### config.mk
export PLATFORM = sky130hd
export DESIGN_NAME = ucev_counters
export DESIGN_NICKNAME = d
export VERILOG_FILES = /design/src/ucev_pkg.sv /design/src/ucev_slice.sv /design/src/ucev_counters.sv
export SDC_FILE = /design/constraint.sdc
export NUM_CORES = 2
export LEC_CHECK = 0
export BUFFER_PORTS_ARGS = -buffer_cell sky130_fd_sc_hd__buf_2
export CORE_AREA = 2 2 242 244
export DETAILED_ROUTE_END_ITERATION = 12
export DIE_AREA = 0 0 244 246
export MAX_ROUTING_LAYER = met4
export PLACE_DENSITY = 0.78
export SLEW_MARGIN = 10
export SYNTH_ARGS = -nofsm -noshare
export SYNTH_HDL_FRONTEND = slang
export SYNTH_SLANG_ARGS = --single-unit
### constraint.sdc
create_clock -name clk_in -period 4.8 [get_ports clk_in]
set_input_delay 0.96 -clock clk_in [delete_from_list [all_inputs] [get_ports clk_in]]
set_output_delay 0.96 -clock clk_in [all_outputs]
set_load 0.02 [all_outputs]
### src/ucev_pkg.sv
// Constants and carrier types for the uncore event counter bank.
// Assumes a single processor clock and model register accesses of 64 bits.
package ucev_pkg;

   // ************************************************************
   // Register map
   // ************************************************************
   localparam logic [31:0] ADDR_BUSQ_EV0    = 32'h000107CC;
   localparam logic [31:0] ADDR_BUSQ_EV1    = 32'h000107CD;
   localparam logic [31:0] ADDR_SNPQ_EV0    = 32'h000107CE;
   localparam logic [31:0] ADDR_SNPQ_EV1    = 32'h000107CF;
   localparam logic [31:0] ADDR_EXT_EV0     = 32'h000107D0;
   localparam logic [31:0] ADDR_EXT_EV1     = 32'h000107D1;
   localparam logic [31:0] ADDR_LAT_CTL     = 32'h000107D2;
   localparam logic [31:0] ADDR_LAT_ACC     = 32'h000107D3;
   localparam logic [31:0] ADDR_FIRST       = ADDR_BUSQ_EV0;
   localparam logic [31:0] NUM_REGS         = 32'h00000008;
   localparam int          NUM_EVENT        = 6;

   // Indexed counter read numbering
   localparam logic [31:0] PMC_FIRST        = 32'h00000012;

   // Bank slots of the latency pair
   localparam logic [2:0]  IDX_LAT_CTL      = 3'h6;
   localparam logic [2:0]  IDX_LAT_ACC      = 3'h7;

   // ************************************************************
   // Field layout
   // ************************************************************
   localparam int          HALF_W           = 32;
   localparam int          REG_W            = 64;
   localparam int          LAT_EN_BIT       = 26;
   // Saturate sits in the top bit of the control half
   localparam int          SAT_BIT          = 31;
   localparam logic [31:0] CNT_MAX          = 32'hFFFFFFFF;
   localparam logic [31:0] HALF_RESET       = 32'h00000000;
   localparam logic [63:0] REG_RESET        = 64'h0000000000000000;

   // ************************************************************
   // Carrier types
   // ************************************************************
   typedef struct packed {
      logic [31:0] addr;
      logic        wr;
      logic        rd;
      logic [63:0] wdata;
   } ucev_msr_req_t;

   typedef struct packed {
      logic [31:0] index;
      logic        rd;
   } ucev_pmc_req_t;

endpackage : ucev_pkg

### src/ucev_slice.sv
// One event-class register: control upper half, 32-bit count lower half.
// Assumes event_in is a one-cycle qualified pulse on clk_in.
`timescale 1ns/1ps
module ucev_slice (
   input  wire logic        clk_in,
   input  wire logic        rst_in,
   input  wire logic        wr_in,
   input  wire logic [63:0] wdata_in,
   input  wire logic        event_in,
   output logic      [63:0] reg_out
);
   import ucev_pkg::*;

   logic [31:0] ctl_r;
   logic [31:0] cnt_r;
   logic [31:0] cnt_nxt;
   wire         active_w  = |ctl_r;
   wire         sat_w     = ctl_r[SAT_BIT];
   wire         at_max_w  = (cnt_r == CNT_MAX);
   wire         bump_w    = active_w && event_in && !(sat_w && at_max_w);

   // Software write wins over a coincident event
   assign cnt_nxt = wr_in  ? wdata_in[HALF_W-1:0] :
                    bump_w ? cnt_r + 32'h00000001 : cnt_r;

   always_ff @(posedge clk_in) begin
      if (rst_in) begin
         ctl_r <= HALF_RESET;
         cnt_r <= HALF_RESET;
      end else begin
         if (wr_in) begin
            ctl_r <= wdata_in[REG_W-1:HALF_W];
         end
         cnt_r <= cnt_nxt;
      end
   end

   assign reg_out = {ctl_r, cnt_r};

endmodule : ucev_slice

### src/ucev_counters.sv
// Uncore event counter bank: six event registers, latency control and
// a 64-bit latency accumulator, reached by model register accesses and
// by the indexed counter read. Events arrive on the processor clock.
`timescale 1ns/1ps
module ucev_counters #(
   parameter int LAT_W = 16
) (
   input  wire logic                   clk_in,
   input  wire logic                   rst_in,
   input  wire ucev_pkg::ucev_msr_req_t msr_req_in,
   input  wire ucev_pkg::ucev_pmc_req_t pmc_req_in,
   input  wire logic [5:0]             event_in,
   input  wire logic [LAT_W-1:0]       lat_weight_in,
   output logic      [63:0]            msr_rdata_out,
   output logic                        msr_rvalid_out,
   output logic      [63:0]            pmc_rdata_out,
   output logic                        pmc_rvalid_out
);
   import ucev_pkg::*;

   // ************************************************************
   // Elaboration checks
   // ************************************************************
   // Weight is zero-extended into the accumulator, so it must stay narrow
   if (LAT_W < 1 || LAT_W > 32) begin : g_bad_lat_w
      $error("LAT_W must lie between 1 and 32");
   end

   // ************************************************************
   // Decoding
   // ************************************************************
   // Returns {hit, slot} for an address counted from a base
   function automatic logic [3:0] slot_of(input logic [31:0] a,
                                          input logic [31:0] base);
      logic [31:0] off;
      off = a - base;
      slot_of = {(off < NUM_REGS), off[2:0]};
   endfunction : slot_of

   wire [3:0]  msr_slot_w = slot_of(msr_req_in.addr, ADDR_FIRST);
   wire [3:0]  pmc_slot_w = slot_of(pmc_req_in.index, PMC_FIRST);
   wire        msr_hit_w  = msr_slot_w[3];
   wire        pmc_hit_w  = pmc_slot_w[3];
   wire [7:0]  wr_sel_w;

   genvar gi;
   for (gi = 0; gi < NUM_REGS; gi++) begin : g_wsel
      assign wr_sel_w[gi] = msr_req_in.wr && msr_hit_w &&
                            (msr_slot_w[2:0] == 3'(gi));
   end

   // ************************************************************
   // Event registers
   // ************************************************************
   logic [7:0][63:0] bank_w;

   for (gi = 0; gi < NUM_EVENT; gi++) begin : g_slice
      ucev_slice u_slice (
         .clk_in   (clk_in),
         .rst_in   (rst_in),
         .wr_in    (wr_sel_w[gi]),
         .wdata_in (msr_req_in.wdata),
         .event_in (event_in[gi]),
         .reg_out  (bank_w[gi])
      );
   end

   // ************************************************************
   // Latency control and accumulator
   // ************************************************************
   logic [63:0] lat_ctl_r;
   logic [63:0] lat_acc_r;
   logic [63:0] lat_acc_nxt;
   wire         lat_en_w   = lat_ctl_r[LAT_EN_BIT];
   wire [63:0]  lat_add_w  = {{(REG_W-LAT_W){1'b0}}, lat_weight_in};

   // Disabled accumulator holds rather than clearing
   assign lat_acc_nxt = wr_sel_w[IDX_LAT_ACC] ? msr_req_in.wdata :
                        lat_en_w ? lat_acc_r + lat_add_w :
                        lat_acc_r;

   always_ff @(posedge clk_in) begin
      if (rst_in) begin
         lat_ctl_r <= REG_RESET;
         lat_acc_r <= REG_RESET;
      end else begin
         if (wr_sel_w[IDX_LAT_CTL]) begin
            lat_ctl_r <= msr_req_in.wdata;
         end
         lat_acc_r <= lat_acc_nxt;
      end
   end

   assign bank_w[IDX_LAT_CTL] = lat_ctl_r;
   assign bank_w[IDX_LAT_ACC] = lat_acc_r;

   // ************************************************************
   // Read paths
   // ************************************************************
   // Unmapped addresses and indexes read as zero
   wire [63:0] msr_sel_w = msr_hit_w ? bank_w[msr_slot_w[2:0]] : REG_RESET;
   wire [63:0] pmc_sel_w = pmc_hit_w ?
                           {HALF_RESET, bank_w[pmc_slot_w[2:0]][31:0]} :
                           REG_RESET;

   always_ff @(posedge clk_in) begin
      if (rst_in) begin
         msr_rdata_out  <= REG_RESET;
         msr_rvalid_out <= 1'b0;
         pmc_rdata_out  <= REG_RESET;
         pmc_rvalid_out <= 1'b0;
      end else begin
         msr_rvalid_out <= msr_req_in.rd;
         pmc_rvalid_out <= pmc_req_in.rd;
         if (msr_req_in.rd) begin
            msr_rdata_out <= msr_sel_w;
         end
         if (pmc_req_in.rd) begin
            pmc_rdata_out <= pmc_sel_w;
         end
      end
   end

   wire [31:0] busq0_cnt_w = bank_w[0][31:0];
   wire [31:0] busq0_ctl_w = bank_w[0][63:32];
   wire [31:0] snpq0_ctl_w = bank_w[2][63:32];
   wire [31:0] ext0_ctl_w  = bank_w[4][63:32];
endmodule : ucev_counters

==> metrics.md <==
| Metric | Value |
|---|---|
| Outcome | finished, final reports clean |
| DR iter-0 viols | 3085 |
| WL met3 | roughly 10000 µm |
| Design area | roughly 38000 µm² |
| Vias | roughly 29000 |
| Main flop type after synthesis | dfxtp_1 |
| Post-synth EDFFs | 0 |
| DP Area | 35870 µm² |
| Setup_tns | 0 ns |
| R2R depth | 8 |
| DP HPWL | about 74000 µm |
| FMAX | 258.7 MHz |
| Post-CTS Setup Bufs | 0 |
| DR WL/cell | approximately 24 µm |
| Synth Register Bits | 610 |
| Hold Startpoint | pmc_rdata_out[10] |
| R2r setup slk | 1.08 ns |
| Syn_area_per_cell | about 9.6 µm² |
| Die height | roughly 250 µm |
| Finish-stage setup viols | 0 |
| Hold Path Cell Cnt | 2 |
| Hold-fix buffers, CTS | 0 |
| Area contributors post-synth | dfxtp_1 (36%), mux2i_1 (16%), mux4_2 (13%) |
| Critical Path End Type | flip-flop |
| Cell taking the most area after synthesis | dfxtp_1 |
| Root Driver | clkbuf_16 |
| ANT nets after route | 0 |
| Worst-margin pin slew | about 1.3 ns |
| Post-synthesis instance area | 34210 µm² |
| Port Buffers | approximately 250 |
| GRT Overall Usage | 36.04% |
| Die area | approximately 60000 µm² |
| Total Nets Final | 3842 |
| Worst setup path class | in -> reg |
| Top Ports | 285 |
| Initial antenna violation count | 6 |
| Layout fillers | between 4000 and 5000 |
| Post-layout min period | 3.865 ns |
| Fraction of registers with async set/reset | 0% |
| DRT met1 WL | about 40000 µm |
| Layout Skew | 0.03425 ns |
| Number of global-route vias before repair | between 20000 and 30000 |
| Routability cong. | slightly below 1 |
| Core ar. | about 57000 µm² |
| Leak | 16.80 nW |
| Initial Utilization | around three fifths |
| Non-Filler Instances | approximately 4500 |
| Worst R2R End | g_slice[4].u_slice.cnt_r[10] |
| Worst Path Required | 5.26 ns |
| DR pass1 iterations | 6 |
| Max-cap violations | 0 |
| CTS tree | built |
| Cells after Synth | between 3000 and 4000 |
| Final WL | between 100000 and 150000 µm |
| Global-route wire length before repair | roughly 160000 µm |
| Clk_lat worst skew | approximately 0.62 ns |
| Most common cell in the netlist | dfxtp_1 |
| Area Overhead vs Synth | 11.37% |
| Final Hold Viols | 0 |
| Synth cell count leaders | dfxtp_1 (610), nor2_1 (551), mux2i_1 (531) |
| CTS resizes | 0 |
| Row count | slightly below 90 |
| Longest Clk Path Bufs | 3 |
| Die X | ~240 µm |
| Unrepaired setup endpoints after global routing | no |
| Launching point of the worst reg2reg path | g_slice[4].u_slice.cnt_r[13] |
| Worst Hold End | pmc_rdata_out[10] |
| Top layer used by detailed routing | met4 |
| DP Cell Count | approximately 4400 |
| Warnings from Yosys | 0 |
| Post-synthesis sequential area ratio | between 30% and 40% |
| Distinct cells, synth | 75 |
| Clock transition at the registers of the reported paths | 0.06 ns |
| Yosys top cell area share | a little over a third |
| Max-slew headroom | about 16% |
| Type of origin of the critical path | input port |
| Worst vdd ir | 0.3109 mV |
| Gr ovfl total | 0 |
| Via-to-Cell Ratio | between 6 and 7 |
| Worst-path maximum fanout | 16 |
| Tcrit/Tclk final | between 80 and 90% |
| DRC | 0 |
| Worst path arrival time | 4.32 ns |
| Ratio of total power to cell area | roughly 290 nW/µm² |
| Layout cells sized above 1 | 18.52% |
| Hold WC Path Type | reg -> reg |
| H-Tree Depth | 3 |
| Final Power | approximately 11 mW |
| Met2 WL | 50290 µm |
| Max-slew violations | 0 |
| # clock sinks | roughly 600 |
| TritonCTS buffer count | 67 |
| Largest net degree at the start of global routing | about 220 |
-- cells by family (layout without fill, tap and decap cells) --
logic type,count (synthesis),in the layout,share of synthesized area [%]
AO/OA/AOI/OAI,297,297,5.939
XOR/XNOR,251,251,6.426
adder cells (fa/ha/maj),25,25,0.9362
buffers and inverters,356,461,4.575
flip-flops,610,610,35.69
multiplexers,739,739,28.70
other,1,38,0.01096
AND/OR/NAND/NOR,1294,1294,17.72
-- layout by cell type, fill, tap and decap left out, types with 7 or more instances in the layout --
cell / n
a211oi_1: 53
a21oi_1: 52
a31oi_1: 8
and2_1: 13
and3_1: 45
and4_1: 28
buf_12: 19
buf_2: 247
buf_4: 43
clkbuf_1: 14
clkbuf_16: 71
clkbuf_8: 17
clkinv_2: 9
conb_1: 32
dfxtp_1: 610
ha_1: 23
inv_1: 33
mux2_2: 16
mux2i_1: 531
mux4_2: 192
nand2_1: 238
nand3_1: 98
nand3b_1: 7
nand4_1: 109
nor2_1: 549
nor2b_1: 9
nor3_1: 59
nor4_1: 94
o21a_1: 9
o21ai_0: 52
o21ai_1: 20
o21ai_2: 40
o21bai_1: 12
or3_1: 8
xnor2_1: 148
xor2_1: 103
-- worst max path at each step --
stage,from,cells past startpoint,to
detailed placement,msr_req_in[69],12,msr_rdata_out[19]
finish,msr_req_in[69],11,g_slice[5].u_slice.ctl_r[18]
global route,msr_req_in[84],10,g_slice[5].u_slice.ctl_r[18]
floorplan,msr_req_in[81],10,msr_rdata_out[0]
CTS,msr_req_in[84],10,g_slice[5].u_slice.ctl_r[18]
global placement,msr_req_in[81],11,msr_rdata_out[54]
-- flip-flops by register name (all words and copies together), names as in the netlist --
name,cells
lat_acc_r,64
g_slice.u_slice.cnt_r,192
lat_ctl_r,64
pmc_rvalid_out,1
msr_rvalid_out,1
g_slice.u_slice.ctl_r,192
pmc_rdata_out,32
msr_rdata_out,64
-- area by class of cell --
type / count / area [µm²] / area share [%]
multi-input combinational: 2638 / 20610 / 54.08
clock inverter: 15 / 158.9 / 0.4170
sequential: 610 / 12210 / 32.05
timing repair buffer: 312 / 1979 / 5.195
inverter: 33 / 123.9 / 0.3251
clock buffer: 101 / 2049 / 5.379
tap: 765 / 957.2 / 2.512
antenna: 6 / 15.01 / 0.03941
-- power by group --
group / total (mW) / internal (mW) / switching [mW]
sequential: 5.06 / 5.06 / 0.000158
clock: 5.25 / 3.10 / 2.14
combinational: 0.604 / 0.190 / 0.414
-- layer usage --
layer / vias up / track usage (%)
met3: 362 / 7.026
met4: 0 / 17.06
met5: - / -
met1: 13872 / 43.52
met2: 1500 / 58.25
li1: 13010 / -
-- critical path: stages --
cell       delay (ns)
buf_2            0.10
ha_1             0.18
nor3_1           0.10
nor3b_1          0.49
or3b_4           0.47
a2111oi_4        0.35
buf_4            0.22
nand4_1          0.67
buf_12           0.44
mux2i_1          0.26
nor2_1           0.06
-- metrics by stage --
stage                     hold slack (ns)  worst slack, ns  util [%]
final                              0.4441           0.9351     66.42
after global routing               0.4672           0.7941     66.42
after CTS                          0.4482            1.029     66.38
after detailed placement           0.4368           0.4261     62.53
after global placement             0.4277           0.5210     62.53
after floorplan                    0.4546           0.9555         -
No activity file was read; power rests on OpenSTA's default activity.
